==> src/hw/wake_pkg.sv <==
/*
 Package of the wake input detector: register offsets, field positions,
 reset values, device mode codes and filter timing counts.
 Assumes a 200 MHz clock.
*/
package wake_pkg;
   // Register offsets
   localparam logic [7:0] OFS_WAKE_EN = 8'h00;
   localparam logic [7:0] OFS_SRC_A = 8'h01;
   localparam logic [7:0] OFS_SRC_B = 8'h02;
   localparam logic [7:0] OFS_LEVEL = 8'h03;
   localparam logic [7:0] OFS_PULL = 8'h04;
   localparam logic [7:0] OFS_DETECT = 8'h05;
   localparam logic [7:0] OFS_IRQ_STAT = 8'h06;
   localparam logic [7:0] OFS_IRQ_MASK = 8'h07;
   // Field positions in the enable register
   localparam int WEN_PIN_POS = 0;
   localparam int WEN_ALT_POS = 3;
   // Pull field codes
   localparam logic [1:0] PULL_NONE = 2'h0;
   localparam logic [1:0] PULL_DOWN = 2'h1;
   localparam logic [1:0] PULL_UP = 2'h2;
   localparam logic [1:0] PULL_AUTO = 2'h3;
   // Detect field codes
   localparam logic [1:0] DET_STATIC_SHORT = 2'h0;
   localparam logic [1:0] DET_STATIC_LONG = 2'h1;
   localparam logic [1:0] DET_CYCLIC_A = 2'h2;
   localparam logic [1:0] DET_CYCLIC_B = 2'h3;
   // Reset values
   localparam logic [4:0] RST_WAKE_EN = 5'h00;
   localparam logic [5:0] RST_PULL = 6'h00;
   localparam logic [5:0] RST_DETECT = 6'h00;
   localparam logic [4:0] RST_IRQ_MASK = 5'h00;
   // Device operating modes
   localparam logic [1:0] MODE_NORMAL = 2'h0;
   localparam logic [1:0] MODE_STOP = 2'h1;
   localparam logic [1:0] MODE_SLEEP = 2'h2;
   localparam logic [1:0] MODE_FAILSAFE = 2'h3;
   // Timing
   localparam int CLK_PERIOD_PS = 5000;
   localparam int SHORT_FILTER_US = 16;
   localparam int LONG_FILTER_US = 64;
   localparam int SHORT_FILTER_CYC =
      (SHORT_FILTER_US * 1000000 + CLK_PERIOD_PS - 1) / CLK_PERIOD_PS;
   localparam int LONG_FILTER_CYC =
      (LONG_FILTER_US * 1000000 + CLK_PERIOD_PS - 1) / CLK_PERIOD_PS;
   localparam int CNT_W = 14;
   localparam logic [1:0] INIT_DONE = 2'h3;
endpackage

==> src/hw/wake_input_detector.sv <==
/*
 Wake input detector: three wake pins plus two alternate pins, each with
 a three-stage synchroniser, a glitch filter, wake source status and an
 interrupt; the wake pins also have static or cyclic sensing, level status and pull control.
 Assumes the cyclic timer windows and the device mode come from logic on
 mclk, and the pins come from outside and are asynchronous.
*/
`timescale 1ns/1ps
`default_nettype none

module wake_input_detector #(
   parameter int LONG_FILTER_CYC = wake_pkg::LONG_FILTER_CYC
) (
   // Clock and reset
   input wire logic mclk,
   input wire logic rst,
   // Pins and context
   input wire logic [2:0] wake_pin_n,
   input wire logic [1:0] alternate_output_pins,
   input wire logic [1:0] dev_mode,
   input wire logic cyclic_timer_a,
   input wire logic cyclic_timer_b,
   // Register port
   input wire logic [7:0] addr,
   input wire logic [7:0] wr_data,
   input wire logic wr_en,
   input wire logic rd_en,
   output logic [7:0] rd_data,
   // Results
   output logic irq,
   output logic wake_req,
   output logic [2:0] pull_up_en,
   output logic [2:0] pull_dn_en
);
   localparam int NCH = 5;
   localparam int CW = wake_pkg::CNT_W;
   logic [4:0] s1_q, s2_q, s3_q, lvl_q, stable_q;
   logic [CW-1:0] cnt_q [NCH];
   logic [1:0] init_q;
   logic [4:0] wake_en_q;
   logic [5:0] pull_q, detect_q;
   logic [2:0] src_a_q, level_q;
   logic [1:0] src_b_q;
   logic [4:0] irq_stat_q, irq_mask_q;
   logic [4:0] on, evt, hit;
   logic [CW-1:0] lim [NCH];
   logic awake, asleep;
   // Filter length of one channel in cycles
   function automatic logic [CW-1:0] chan_lim(input int ch,
                                              input logic [5:0] det);
      logic [CW-1:0] r;
      r = CW'(wake_pkg::SHORT_FILTER_CYC);
      if (ch < 3 && det[2*(ch%3) +: 2] == wake_pkg::DET_STATIC_LONG)
         r = CW'(LONG_FILTER_CYC);
      return r;
   endfunction
   // Whether a channel is being sensed this cycle
   function automatic logic chan_on(input int ch, input logic [5:0] det,
                                    input logic [4:0] wen,
                                    input logic ta, input logic tb);
      logic [1:0] c;
      logic r;
      c = det[2*(ch%3) +: 2];
      r = 1'b1;
      if (ch >= 3)
         r = wen[wake_pkg::WEN_ALT_POS + ch - 3];
      else if (c == wake_pkg::DET_CYCLIC_A)
         r = ta;
      else if (c == wake_pkg::DET_CYCLIC_B)
         r = tb;
      return r;
   endfunction
   // Register write strobe for one offset
   function automatic logic wsel(input logic [7:0] a, input logic w,
                                 input logic [7:0] ofs);
      return w && (a == ofs);
   endfunction

   // ************************************************
   // Input synchronisers
   // ************************************************
   // Three stages; the level moves once stages two and three agree
   always_ff @(posedge mclk)
   begin
      if (rst)
      begin
         s1_q <= 5'h00;
         s2_q <= 5'h00;
         s3_q <= 5'h00;
         lvl_q <= 5'h00;
      end
      else
      begin
         s1_q <= {alternate_output_pins, wake_pin_n};
         s2_q <= s1_q;
         s3_q <= s2_q;
         lvl_q <= (~(s2_q ^ s3_q) & s3_q) | ((s2_q ^ s3_q) & lvl_q);
      end
   end

   // Settling time after reset before edges count
   always_ff @(posedge mclk)
   begin
      if (rst)
         init_q <= 2'h0;
      else if (init_q != wake_pkg::INIT_DONE)
         init_q <= init_q + 2'h1;
   end

   // ************************************************
   // Glitch filters
   // ************************************************
   // Per-channel enable, limit and event
   always_comb
   begin
      for (int i = 0; i < NCH; i++)
      begin
         on[i] = chan_on(i, detect_q, wake_en_q, cyclic_timer_a,
                         cyclic_timer_b);
         lim[i] = chan_lim(i, detect_q);
         evt[i] = (init_q == wake_pkg::INIT_DONE) && on[i] &&
                  (lvl_q[i] != stable_q[i]) &&
                  (cnt_q[i] == lim[i] - CW'(1));
      end
   end

   // Count while the level differs from the accepted one
   always_ff @(posedge mclk)
   begin
      if (rst)
      begin
         stable_q <= 5'h00;
         for (int i = 0; i < NCH; i++)
            cnt_q[i] <= '0;
      end
      else
      begin
         for (int i = 0; i < NCH; i++)
         begin
            if (init_q != wake_pkg::INIT_DONE)
            begin
               stable_q[i] <= lvl_q[i];
               cnt_q[i] <= '0;
            end
            else if (!on[i] || lvl_q[i] == stable_q[i])
               cnt_q[i] <= '0; // crossing back discards
            else if (evt[i])
            begin
               stable_q[i] <= lvl_q[i];
               cnt_q[i] <= '0;
            end
            else
               cnt_q[i] <= cnt_q[i] + CW'(1);
         end
      end
   end

   // ************************************************
   // Wake and interrupt
   // ************************************************
   assign awake = (dev_mode == wake_pkg::MODE_NORMAL) ||
                  (dev_mode == wake_pkg::MODE_STOP);
   assign asleep = !awake;
   assign hit = evt & {wake_en_q[4:3], wake_en_q[2:0]};

   // Wake source status, set wins over write-one-to-clear
   always_ff @(posedge mclk)
   begin
      if (rst)
      begin
         src_a_q <= 3'h0;
         src_b_q <= 2'h0;
      end
      else
      begin
         src_a_q <= (src_a_q &
                     ~(wsel(addr, wr_en, wake_pkg::OFS_SRC_A) ?
                       wr_data[2:0] : 3'h0))
                    | hit[2:0];
         src_b_q <= (src_b_q &
                     ~(wsel(addr, wr_en, wake_pkg::OFS_SRC_B) ?
                       wr_data[1:0] : 2'h0))
                    | hit[4:3];
      end
   end

   // Interrupt status in the awake modes
   always_ff @(posedge mclk)
   begin
      if (rst)
         irq_stat_q <= 5'h00;
      else
         irq_stat_q <= (irq_stat_q &
                        ~(wsel(addr, wr_en, wake_pkg::OFS_IRQ_STAT) ?
                          wr_data[4:0] : 5'h00))
                       | (awake ? hit : 5'h00);
   end

   // Interrupt line and wake request
   always_ff @(posedge mclk)
   begin
      if (rst)
      begin
         irq <= 1'b0;
         wake_req <= 1'b0;
      end
      else
      begin
         irq <= |(irq_stat_q & irq_mask_q);
         if (asleep && |hit)
            wake_req <= 1'b1;
         else if (awake)
            wake_req <= 1'b0;
      end
   end

   // ************************************************
   // Level status and pulls
   // ************************************************
   // In the awake modes, live level when static, last window sample when cyclic
   always_ff @(posedge mclk)
   begin
      if (rst)
         level_q <= 3'h0;
      else if (awake)
      begin
         for (int i = 0; i < 3; i++)
         begin
            if (on[i])
               level_q[i] <= lvl_q[i];
         end
      end
   end

   // Pull current sources per pin
   always_ff @(posedge mclk)
   begin
      if (rst)
      begin
         pull_up_en <= 3'h0;
         pull_dn_en <= 3'h0;
      end
      else
      begin
         for (int i = 0; i < 3; i++)
         begin
            unique case (pull_q[2*i +: 2])
               wake_pkg::PULL_NONE:
               begin
                  pull_up_en[i] <= 1'b0;
                  pull_dn_en[i] <= 1'b0;
               end
               wake_pkg::PULL_DOWN:
               begin
                  pull_up_en[i] <= 1'b0;
                  pull_dn_en[i] <= 1'b1;
               end
               wake_pkg::PULL_UP:
               begin
                  pull_up_en[i] <= 1'b1;
                  pull_dn_en[i] <= 1'b0;
               end
               wake_pkg::PULL_AUTO:
               begin
                  pull_up_en[i] <= lvl_q[i];
                  pull_dn_en[i] <= !lvl_q[i];
               end
            endcase
         end
      end
   end

   // ************************************************
   // Register port
   // ************************************************
   // Configuration registers
   always_ff @(posedge mclk)
   begin
      if (rst)
      begin
         wake_en_q <= wake_pkg::RST_WAKE_EN;
         pull_q <= wake_pkg::RST_PULL;
         detect_q <= wake_pkg::RST_DETECT;
         irq_mask_q <= wake_pkg::RST_IRQ_MASK;
      end
      else if (wr_en)
      begin
         if (addr == wake_pkg::OFS_WAKE_EN)
            wake_en_q <= wr_data[4:0];
         if (addr == wake_pkg::OFS_PULL)
            pull_q <= wr_data[5:0];
         if (addr == wake_pkg::OFS_DETECT)
            detect_q <= wr_data[5:0];
         if (addr == wake_pkg::OFS_IRQ_MASK)
            irq_mask_q <= wr_data[4:0];
      end
   end

   // Read data one cycle after the strobe, zero otherwise
   always_ff @(posedge mclk)
   begin
      if (rst || !rd_en)
         rd_data <= 8'h00;
      else
      begin
         unique case (addr)
            wake_pkg::OFS_WAKE_EN: rd_data <= {3'h0, wake_en_q};
            wake_pkg::OFS_SRC_A: rd_data <= {5'h00, src_a_q};
            wake_pkg::OFS_SRC_B: rd_data <= {6'h00, src_b_q};
            wake_pkg::OFS_LEVEL: rd_data <= {5'h00, level_q};
            wake_pkg::OFS_PULL: rd_data <= {2'h0, pull_q};
            wake_pkg::OFS_DETECT: rd_data <= {2'h0, detect_q};
            wake_pkg::OFS_IRQ_STAT: rd_data <= {3'h0, irq_stat_q};
            wake_pkg::OFS_IRQ_MASK: rd_data <= {3'h0, irq_mask_q};
            default: rd_data <= 8'h00;
         endcase
      end
   end
endmodule

`default_nettype wire

==> config.mk <==
export PLATFORM = sky130hd
export DESIGN_NAME = wake_input_detector
export DESIGN_NICKNAME = d
export VERILOG_FILES = /design/src/hw/wake_pkg.sv /design/src/hw/wake_input_detector.sv
export SDC_FILE = /design/constraint.sdc
export NUM_CORES = 1
export LEC_CHECK = 0
export BUFFER_PORTS_ARGS = -buffer_cell sky130_fd_sc_hd__buf_2
export CAP_MARGIN = 20
export CORE_MARGIN = 2
export CORE_UTILIZATION = 30
export DETAILED_ROUTE_END_ITERATION = 10
export PLACE_DENSITY = 0.52
export SLEW_MARGIN = 40
export SYNTH_ARGS = -nofsm -noshare
export SYNTH_HDL_FRONTEND = slang
export SYNTH_SLANG_ARGS = --single-unit
==> constraint.sdc <==
create_clock -name mclk -period 3.8 [get_ports mclk]
set_input_delay 0.19 -clock mclk [delete_from_list [all_inputs] [get_ports mclk]]
set_output_delay 0.19 -clock mclk [all_outputs]
set_load 0.005 [all_outputs]
==> results.md, run 1 <==
- Pre-CTS setup slack: 1.311 ns
- Fraction of layout cells with a size suffix above 1: 0.09964
- Final hold vios: 0
- Largest net degree at the start of global routing: 67
- Status: finished clean
- Syn. warnings: 0
- Asr flop ratio synth: 0
- Die area: ~24,000 um2
- Worst setup margin: roughly 1.4 ns
- Die width: 155.3 um
- Pwr/cell area: 426.0 nW/um2
- Setup_tns: 0 ns
- Wire length per cell: 13.03 um
- Resized cells post-CTS: 0
- Unrepaired setup endpoints after global routing: no
- Final Core Density: 0.3639
- CTS tree: built
- Nets@finish: 845
- Max Root-Sink Buffers: 2
- Slew margin rel.: 0.4966
- Required @ worst endpoint: approximately 4.0 ns
- Filler cells: 2,342
- GRT Util Overall: 0.1233
- Row count: 55
- First-pass GRT wire length: 23,520 um
- Final GP Congestion: 0.7707
- Port Buf Inserts: 39
- Max cap viols: 0
- Slowest cell on the critical path: a211oi_1
- Clk sinks: 146
- I/O pin count: 45
- Iter 0 DRT Violations: around 260
- Finished Cell Area: 8213 um2
- Cell variety after synth: 50
- Clock buffer count from CTS: 17
- Via-per-instance ratio: 4.576
- Seq/Total Area, Yosys: 0.5273
- Vias in the first global route: around 4,600
- Worst ir drop on vdd: 0.1971 mV
- Crit start category: register
- Nature of the critical path endpoint: register
- Leak: 3.001 nW
- Min-Delay Path Class: primary input to register
- CORE AREA: 22,570 um2
- DR pass1 iterations: 4
- DR vias: 5,070
- Fin crit share: 0.6366
- Post-synth EDFFs: 70
- Worst slew pin tran: 0.7532 ns
- DP Area: about 7600 um2
- DPL Wire Length: 10,120 um
- H-tree Lvls: 4
- Root buffer cell: clkbuf_16
- Worst-path cell chain: ha_1 -> and2_1 -> nand2_1 -> a211oi_1 -> or4_1 -> nor2_1
- Worst Path Max Fanout: 14
- N_diodes: 0
- Max stage delay on crit path: 0.57 ns
- Grt total ovfl: 0
- Yosys reg bits: 146
- Die Y: 155.3 um
- Syn Std Cell Area: 6872 um2
- Skew-Pair Late Insertion Delay: 0.42 ns
- Minimum clock period: about 2.4 ns
- Fmax: 0.4134 GHz
- Crit path kind: register to register
- Syn Area/Cell: a little under 10 um2
- Final Setup Violations: 0
- Clock skew: 0.006306 ns
- Final WL: about 14,000 um
- Synthesis-to-layout area growth: 19.52%
- Clock slew at reported path FFs: 0.06 ns
- Syn Inst Count: 704
- Dominant synthesized flop cell: dfxtp_1
- Starting Density: 0.3044
- Final-report max-slew violation count: 0
- DRC errors left: 0
- WP data arrival: around 2.6 ns
- Antenna violations before repair: 0
- Post-route ant nets: 0
==> worst paths after layout <==
check,startpoint,endpoint,slack [ns],depth (start not counted)
worst max register to register,cnt_q[0][0],cnt_q[0][9],1.38,6
worst min-delay path,wake_pin_n[0],s1_q[0],0.02,2
worst min register to register,s1_q[3],s2_q[3],0.44,1
worst max-delay path,cnt_q[0][0],cnt_q[0][9],1.38,6
==> what timing repair did <==
action	in CTS	in global routing
hold endpoints to repair	4	0
hold buffers	4	0
buffers inserted	0	0
==> final cells by class <==
class	count	area, um2	area share
clock inverter	12	115.1	0.01402
timing repair buffer	45	250.2	0.03047
multi-input combinational	578	3318	0.4040
clock buffer	20	466.7	0.05683
inverter	22	82.58	0.01005
tap	285	356.6	0.04342
sequential	146	3623	0.4412
==> sequential cells by signal (all words and copies together), names as in the netlist, 6 cells and up, named ones only <==
signal / cells
pull_q: 6
cnt_q: 70
rd_data: 6
detect_q: 6
==> placed cells by master (no fill, tap or decap), types with 6 or more instances in the layout <==
master,instances
nor2_1,117
dfxtp_1,76
conb_1,72
edfxtp_1,70
nand2_1,69
xor2_1,41
a21oi_1,39
buf_2,39
nand3_1,38
o21ai_0,25
xnor2_1,25
mux2i_1,24
inv_1,22
nor2b_1,19
clkbuf_16,17
nand4_1,14
and3_1,14
nand2b_1,7
and2_1,6
nor3_1,6
ha_1,6
==> synthesized netlist by cell type (2+ instances only) <==
cell type | instances | area, um2
buf_4 | 2 | 15.01
nand2b_1 | 7 | 43.79
xor2_1 | 41 | 359.1
a211oi_1 | 4 | 30.03
nand3b_1 | 3 | 22.52
nor2_1 | 117 | 439.2
or4_1 | 5 | 37.54
nand3_1 | 38 | 190.2
a22oi_1 | 2 | 15.01
mux2i_1 | 24 | 240.2
nor4b_1 | 3 | 26.28
and4b_1 | 2 | 20.02
and3_1 | 14 | 87.58
or3_1 | 3 | 18.77
a21oi_1 | 39 | 195.2
o211a_1 | 2 | 20.02
and2_1 | 6 | 37.54
inv_1 | 22 | 82.58
o32ai_1 | 2 | 17.52
edfxtp_1 | 70 | 2102
mux2_2 | 2 | 22.52
buf_1 | 6 | 22.52
nor4_1 | 4 | 25.02
conb_1 | 2 | 7.510
o21ai_0 | 25 | 125.1
clkbuf_1 | 18 | 67.56
mux4_2 | 4 | 90.09
nor2b_1 | 19 | 118.9
dfxtp_1 | 76 | 1521
nand4_1 | 14 | 87.58
ha_1 | 6 | 75.07
nor3_1 | 6 | 30.03
and4_1 | 5 | 43.79
xnor2_1 | 25 | 219.0
nor4bb_1 | 3 | 30.03
nand2_1 | 69 | 259.0
==> metal layers <==
metal  global-route usage  vias to the layer above  routed length (um)
met5                    0                        -                   0
met4              0.04500                        0                 238
met3              0.03175                       17                 532
met2               0.1877                       81                6346
met1               0.1692                     2378                7321
li1                     -                     2594                   -
==> worst max-delay path, delay by kind of cell (launching register included) <==
| family | cells | cell delay (ns) |
|---|---|---|
| simple gates | 4 | 1.02 |
| flops | 1 | 0.37 |
| compound gates | 1 | 0.57 |
| fa+ha+maj | 1 | 0.19 |
==> power by group <==
part | internal, mW | leakage, nW | switching, mW | total [mW]
registers | 1.68 | 1.34 | 0.0349 | 1.72
logic | 0.0532 | 1.37 | 0.0886 | 0.142
clock network | 0.965 | 0.293 | 0.673 | 1.64
==> kinds of logic after synthesis <==
logic type | Yosys count | share of synthesized area
simple gates | 321 | 0.2267
flops | 146 | 0.5273
compound gates | 83 | 0.06974
xor+xnor | 66 | 0.08412
buf+inv | 50 | 0.02877
mux | 30 | 0.05135
fa+ha+maj | 6 | 0.01092
other cells | 2 | 0.001093
==> per-stage QoR <==
stage          instances  hold WS, ns  total power, mW
2_1_floorplan        774       0.3182            1.841
3_5_place_dp        1072       0.4069            1.890
5_1_grt             1108      0.02102            3.633
6_report            1108      0.01951            3.499
4_1_cts             1108     0.009767            3.557
3_3_place_gp        1072       0.4092            1.890
No activity file was read; power rests on OpenSTA's default activity.
==> inputs of run 2 (changes only) <==
--- a/config.mk
+++ b/config.mk
@@ -5,6 +5,7 @@
 export SDC_FILE = /design/constraint.sdc
 export NUM_CORES = 1
 export LEC_CHECK = 0
+export ABC_AREA = 1
 export BUFFER_PORTS_ARGS = -buffer_cell sky130_fd_sc_hd__buf_2
 export CAP_MARGIN = 20
 export CORE_MARGIN = 2
==> constraint.sdc (replaced) <==
create_clock -name mclk -period 2.4 [get_ports mclk]
set_input_delay 0.12 -clock mclk [delete_from_list [all_inputs] [get_ports mclk]]
set_output_delay 0.12 -clock mclk [all_outputs]
set_load 0.005 [all_outputs]
==> results.md, run 2 <==
- Unrepaired setup endpoints after global routing: no (unchanged)
- Nature of the critical path endpoint: register (unchanged)
- Grt met3 use: 0.02813 (was 0.03175)
- Pwr/cell area: 653.3 nW/um2 (was 426.0 nW/um2)
- Resized cells post-CTS: 0 (unchanged)
- Max cap viols: 0 (unchanged)
- Antenna violations before repair: 0 (unchanged)
- Slew margin rel.: 0.6535 (was 0.4966)
- Worst ir drop on vdd: 0.4288 mV (was 0.1971 mV)
- Root buffer cell: clkbuf_16 (unchanged)
- Int Pwr: 4.409 mW (was 2.702 mW)
- Die Y: 159.3 um (was 155.3 um)
- Yosys reg bits: 146 (unchanged)
- Required @ worst endpoint: 2.66 ns (was 3.95 ns)
- Crit start category: register (unchanged)
- Fin crit share: 0.8271 (was 0.6366)
- Min-Delay Path Class: primary input to register (unchanged)
- Worst setup margin: 0.4150 ns (was 1.381 ns)
- Cell variety after synth: 43 (was 50)
- Worst Path Max Fanout: 13 (was 14)
- Post-synth top area cell: edfxtp_1 (unchanged)
- Final Setup Violations: 0 (unchanged)
- Max reg flops: 70 (unchanged)
- Slowest cell on the critical path: ha_1 (was a211oi_1)
- Post-synth EDFFs: 70 (unchanged)
- Synth area leaders: edfxtp_1, dfxtp_1, nand2_1 (was edfxtp_1, dfxtp_1, nor2_1)
- Port Buf Inserts: 39 (unchanged)
- Largest Register: cnt_q (unchanged)
- GRT Util Overall: 0.1328 (was 0.1233)
- N_diodes: 0 (unchanged)
- Iter 0 DRT Violations: 349 (was 257)
- Seq/Total Area, Yosys: 0.5010 (was 0.5273)
- Leak: 3.640 nW (was 3.001 nW)
- Final WL: 15,920 um (was 14,440 um)
- Worst slew pin tran: 0.5185 ns (was 0.7532 ns)
- Status: finished clean (unchanged)
- DRC errors left: 0 (unchanged)
- Net switching power: 1.302 mW (was 796.6 uW)
- Nets@finish: 1,066 (was 845)
- Row count: 56 (was 55)
- Pre-CTS setup slack: 0.3764 ns (was 1.311 ns)
- Synthesis-to-layout area growth: 20.88% (was 19.52%)
- Clock share of power: 0.473 (was 0.468)
- Wire length per cell: 11.68 um (was 13.03 um)
- Via-per-instance ratio: 4.283 (was 4.576)
- Worst Hold Launch: wr_data[3] (was wake_pin_n[0])
- Switching share of total power: 0.2280 (was 0.2277)
- Top cell type's share of synthesized area: 0.2907 (was 0.3059)
- WP data arrival: 2.24 ns (was 2.57 ns)
- Crit path kind: register to register (unchanged)
- CORE AREA: 23,540 um2 (was 22,570 um2)
- Clock buffer count from CTS: 17 (unchanged)
- Fmax: 0.5038 GHz (was 0.4134 GHz)
- Worst Setup SP: init_q[0] (was cnt_q[0][0])
- Largest net degree at the start of global routing: 23 (was 67)
- Comb pwr share: 0.049 (was 0.041)
- Flop pwr share: 0.478 (was 0.491)
- Max Root-Sink Buffers: 2 (unchanged)
- Syn Inst Count: 905 (was 704)
- DR vias: 5,838 (was 5,070)
- Clk sinks: 146 (unchanged)
- Clock skew: 0.005288 ns (was 0.006306 ns)
- H-tree Lvls: 4 (unchanged)
- First-pass GRT wire length: 27,090 um (was 23,520 um)
- Fraction of layout cells with a size suffix above 1: 0.09962 (was 0.09964)
- Vias in the first global route: 5,475 (was 4,639)
- Syn Std Cell Area: 7232 um2 (was 6872 um2)
- Syn Area/Cell: 7.991 um2 (was 9.761 um2)
- Syn. warnings: 0 (unchanged)
- Final GP Congestion: 0.7867 (was 0.7707)
- Die width: 159.3 um (was 155.3 um)
- Setup_tns: 0 ns (unchanged)
- Most common cell in the netlist: nand2_1 (was nor2_1)
- Most common cell after layout, fill and taps aside: nand2_1 (was nor2_1)
- Clock slew at reported path FFs: 0.06 ns (about the same)
- Die area: 25,360 um2 (was 24,130 um2)
- M1 GR Usage: 0.1873 (was 0.1692)
- Minimum clock period: 1.985 ns (was 2.419 ns)
- CTS tree: built (unchanged)
- DPL Wire Length: 11,880 um (was 10,120 um)
- Dominant synthesized flop cell: dfxtp_1 (unchanged)
- Post-synth top cells: nand2_1, nor2_1, inv_1 (was nor2_1, dfxtp_1, edfxtp_1)
- DR pass1 iterations: 5 (was 4)
- Worst r2r src: init_q[0] (was cnt_q[0][0])
- Post-route ant nets: 0 (unchanged)
- I/O pin count: 45 (unchanged)
- Final hold vios: 0 (unchanged)
- Skew-Pair Late Insertion Delay: 0.42 ns (about the same)
- Met2 Use GR: 0.1972 (was 0.1877)
- Grt peak-use layer: met2 (unchanged)
- Final-report max-slew violation count: 0 (unchanged)
- Max stage delay on crit path: 0.36 ns (was 0.57 ns)
- Starting Density: 0.3072 (was 0.3044)
- Most frequent cells in the layout: nand2_1, nor2_1, inv_1 (was nor2_1, dfxtp_1, conb_1)
- Worst-path cell chain: ha_1 -> inv_1 -> nor2_1 -> nand2_1 -> a21o_1 -> nor3b_1 (was ha_1 -> and2_1 -> nand2_1 -> a211oi_1 -> or4_1 -> nor2_1)
- Asr flop ratio synth: 0 (unchanged)
- Grt total ovfl: 0 (unchanged)
==> run 2: per-layer routing <==
layer / part of all wire / vias up
met5: 0 / -
met4: 0.018 / 0
met3: 0.033 / 16
met2: 0.42 / 90
met1: 0.53 / 2574
li1: - / 3158
==> run 2: cells by family after synthesis <==
group           after synthesis  share of synthesized area
fa+ha+maj                     6                    0.01038
other cells                   2                   0.001038
xor+xnor                     23                    0.02786
compound gates              133                    0.09758
buf+inv                     143                    0.07855
flops                       146                     0.5010
simple gates                452                     0.2836
==> run 2: path summary, 6_finish.rpt <==
| check | endpoint | slack [ns] | depth (start not counted) |
|---|---|---|---|
| hold reg to reg | s2_q[3] | 0.40 | 2 |
| setup / recovery | cnt_q[4][12] | 0.41 | 6 |
| setup reg to reg | cnt_q[4][12] | 0.41 | 6 |
| hold / removal | detect_q[3] | 0.04 | 3 |
==> run 2: metrics by stage <==
step           instance area (um2)  utilization  total power [mW]  std cells  hold WS (ns)
2_1_floorplan                 7495            -             2.960        975        0.2270
4_1_cts                       8742       0.3713             5.782       1363      0.008802
6_report                      8742       0.3713             5.711       1363       0.03854
5_1_grt                       8742       0.3713             5.944       1363       0.02003
3_5_place_dp                  8030       0.3411             3.051       1321        0.3362
3_3_place_gp                  8030       0.3411             3.049       1321        0.3296
==> run 2: timing repair <==
| item | 4_1_cts | 5_1_grt |
|---|---|---|
| buffers inserted | 0 | 0 |
| hold endpoints to repair | 11 | 0 |
| hold buffers | 10 | 0 |
==> run 2: worst max-delay path: cells and delay by family, from the launching register on <==
| family | cells | cell delay (ns) |
|---|---|---|
| adder cells (fa/ha/maj) | 1 | 0.36 |
| AND/OR/NAND/NOR | 3 | 0.57 |
| buffers and inverters | 1 | 0.21 |
| AO/OA/AOI/OAI | 1 | 0.33 |
| flip-flops | 1 | 0.35 |
==> run 2: final cells by class <==
| class | instances | area (um2) |
|---|---|---|
| fill | 2518 | 14800 |
| clock inverter | 9 | 91.34 |
| timing repair buffer | 53 | 325.3 |
| tap | 319 | 399.1 |
| inverter | 127 | 479.2 |
| multi-input combinational | 686 | 3303 |
| sequential | 146 | 3623 |
| clock buffer | 23 | 520.5 |
==> run 2: power by group through the flow <==
| stage | Sequential (mW) | Combinational (mW) | Clock (mW) |
|---|---|---|---|
| after floorplan | 2.77 | 0.191 | 0 |
| after global placement | 2.78 | 0.266 | 0 |
| after detailed placement | 2.79 | 0.265 | 0 |
| after CTS | 2.73 | 0.279 | 2.77 |
| after global routing | 2.74 | 0.328 | 2.88 |
| final | 2.73 | 0.280 | 2.70 |
==> inputs of run 3 (changes only) <==
--- a/config.mk
+++ b/config.mk
@@ -11,7 +11,7 @@
 export CORE_MARGIN = 2
 export CORE_UTILIZATION = 30
 export DETAILED_ROUTE_END_ITERATION = 10
-export PLACE_DENSITY = 0.52
+export PLACE_DENSITY = 0.54
 export SLEW_MARGIN = 40
 export SYNTH_ARGS = -nofsm -noshare
 export SYNTH_HDL_FRONTEND = slang
==> constraint.sdc (replaced) <==
create_clock -name mclk -period 1.8 [get_ports mclk]
set_input_delay 0.09 -clock mclk [delete_from_list [all_inputs] [get_ports mclk]]
set_output_delay 0.09 -clock mclk [all_outputs]
set_load 0.005 [all_outputs]
==> results.md, run 3 (synthesis results as in run 2) <==
- DR vias: 6,005 (was 5,838)
- Minimum clock period: 1.663 ns (was 1.985 ns)
- Crit start category: register (unchanged)
- Most common cell after layout, fill and taps aside: nand2_1 (unchanged)
- Clock slew at reported path FFs: 0.06 ns (about the same)
- Max cap viols: 0 (unchanged)
- Row count: 56 (unchanged)
- DRC errors left: 0 (unchanged)
- H-tree Lvls: 4 (unchanged)
- Nature of the critical path endpoint: register (unchanged)
- Die area: 25,360 um2 (unchanged)
- Final std cells w/o fill: 1,393 (was 1,363)
- Fraction of layout cells with a size suffix above 1: 0.1331 (was 0.09962)
- Required @ worst endpoint: 1.98 ns (was 2.66 ns)
- Finished Cell Area: 9061 um2 (was 8742 um2)
- Clock buffer count from CTS: 17 (unchanged)
- CTS tree: built (unchanged)
- Hold path cells: 2 (was 3)
- WP data arrival: 1.84 ns (was 2.24 ns)
- Worst Hold End: s3_q[2] (was detect_q[3])
- Die Y: 159.3 um (unchanged)
- Worst ir drop on vdd: 0.6649 mV (was 0.4288 mV)
- DR pass1 iterations: 5 (unchanged)
- Largest Register: cnt_q (unchanged)
- Most frequent cells in the layout: nand2_1, nor2_1, inv_1 (unchanged)
- Starting Density: 0.3072 (unchanged)
- GRT Util Overall: 0.1328 (about the same)
- Antenna violations before repair: 0 (unchanged)
- Largest net degree at the start of global routing: 32 (was 23)
- FF-to-FF path depth: 8 (was 6)
- Vias in the first global route: 5,487 (was 5,475)
- Final WL: 16,320 um (was 15,920 um)
- Min-Delay Path Class: primary input to register (unchanged)
- Final hold vios: 0 (unchanged)
- Crit path kind: register to register (unchanged)
- Max reg flops: 70 (unchanged)
- R2r setup slk: 0.14 ns (was 0.41 ns)
- Design Power: 7.683 mW (was 5.711 mW)
- Nets@finish: 1,096 (was 1,066)
- Fin crit share: 0.9242 (was 0.8271)
- Status: finished clean (unchanged)
- Grt total ovfl: 0 (unchanged)
- Wire length per cell: 11.72 um (was 11.68 um)
- Synthesis-to-layout area growth: 25.29% (was 20.88%)
- Worst r2r src: cnt_q[3][6] (was init_q[0])
- Placed Cells: 1,343 (was 1,321)
- Unrepaired setup endpoints after global routing: yes (was no)
- Iter 0 DRT Violations: 371 (was 349)
- Clock skew: 0.01240 ns (was 0.005288 ns)
- Die width: 159.3 um (unchanged)
- First-pass GRT wire length: 27,190 um (was 27,090 um)
- DP Area: 8233 um2 (was 8030 um2)
- Fmax: 0.6011 GHz (was 0.5038 GHz)
- Clk sinks: 146 (unchanged)
- CORE AREA: 23,540 um2 (unchanged)
- Worst Path Max Fanout: 7 (was 13)
- Port Buf Inserts: 39 (unchanged)
- Via-per-instance ratio: 4.311 (was 4.283)
- Worst R2R End: cnt_q[3][11] (was cnt_q[4][12])
- Pwr/cell area: 847.9 nW/um2 (was 653.3 nW/um2)
- Root buffer cell: clkbuf_16 (unchanged)
- Final-report max-slew violation count: 0 (unchanged)
- DPL Wire Length: 12,110 um (was 11,880 um)
- N_diodes: 0 (unchanged)
- Max Root-Sink Buffers: 2 (unchanged)
- I/O pin count: 45 (unchanged)
- Leak: 3.809 nW (was 3.640 nW)
- Worst Hold Launch: rst (was wr_data[3])
- Final Setup Violations: 0 (unchanged)
- Final GP Congestion: 0.8130 (was 0.7867)
- Skew-Pair Late Insertion Delay: 0.43 ns (was 0.42 ns)
- Post-route ant nets: 0 (unchanged)
- Final Core Density: 0.3849 (was 0.3713)
[run 3: cell count changes in the layout (fill, tap and decap cells not counted), moves of 3 or more]
| cell | previous run | this run |
|---|---|---|
| buf_12 | 0 | 3 |
| nor2_1 | 137 | 130 |
| dlygate4sd3_1 | 10 | 13 |
| buf_4 | 4 | 28 |
| nor2_2 | 6 | 12 |
[run 3: stage by stage]
step	TNS [ns]	setup slack, ns	hold slack, ns
finish	0	0.1365	0.02686
global route	-0.1871	-0.04815	0.02466
CTS	0	0.01972	0.01675
detailed placement	0	0.03017	0.3025
global placement	0	0.04399	0.3046
floorplan	0	0.1762	0.1970
[run 3: what timing repair did]
| action | in CTS | in global routing |
|---|---|---|
| endpoints found under the setup margin | 0 | 51 |
| hold buffers | 13 | 0 |
| endpoints found under the hold margin | 19 | 0 |
| resized for setup | 0 | 16 |
| buffers inserted | 0 | 5 |
[run 3: worst max path at each step]
stage | start | to | slack (ns)
floorplan | cnt_q[0][0] | cnt_q[0][12] | 0.18
global placement | cnt_q[1][0] | cnt_q[1][13] | 0.04
detailed placement | cnt_q[3][0] | cnt_q[3][7] | 0.03
CTS | cnt_q[3][0] | cnt_q[3][7] | 0.02
global route | cnt_q[3][0] | cnt_q[3][12] | -0.05
finish | cnt_q[3][6] | cnt_q[3][11] | 0.14
[run 3: layout make-up]
class / count / area [um2]
Clock buffer: 27 / 549.3
Clock inverter: 5 / 61.31
Fill cell: 2485 / 14480
Inverter: 127 / 479.2
Multi-Input combinational cell: 686 / 3353
Sequential cell: 146 / 3623
Tap cell: 319 / 399.1
Timing Repair Buffer: 83 / 595.6
[run 3: critical path: stages (launching register included)]
cell,delay [ns]
edfxtp_1,0.46
inv_1,0.08
nor2_1,0.16
nand4_1,0.15
nor3_2,0.21
nor2_2,0.08
buf_4,0.14
o21ai_0,0.07
nor2_1,0.06
[run 3: power breakdown]
group / leakage [nW] / switching, mW / internal (mW)
Sequential: 1.34 / 0.0711 / 3.57
Clock: 0.298 / 1.39 / 2.24
Combinational: 2.17 / 0.261 / 0.148
[run 3: routing by layer]
metal / vias up / track usage / part of all wire
met3: 16 / 0.03360 / 0.044
li1: 3217 / - / -
met4: 0 / 0.04008 / 0.014
met1: 2640 / 0.1845 / 0.51
met5: - / 0 / 0
met2: 132 / 0.2038 / 0.43
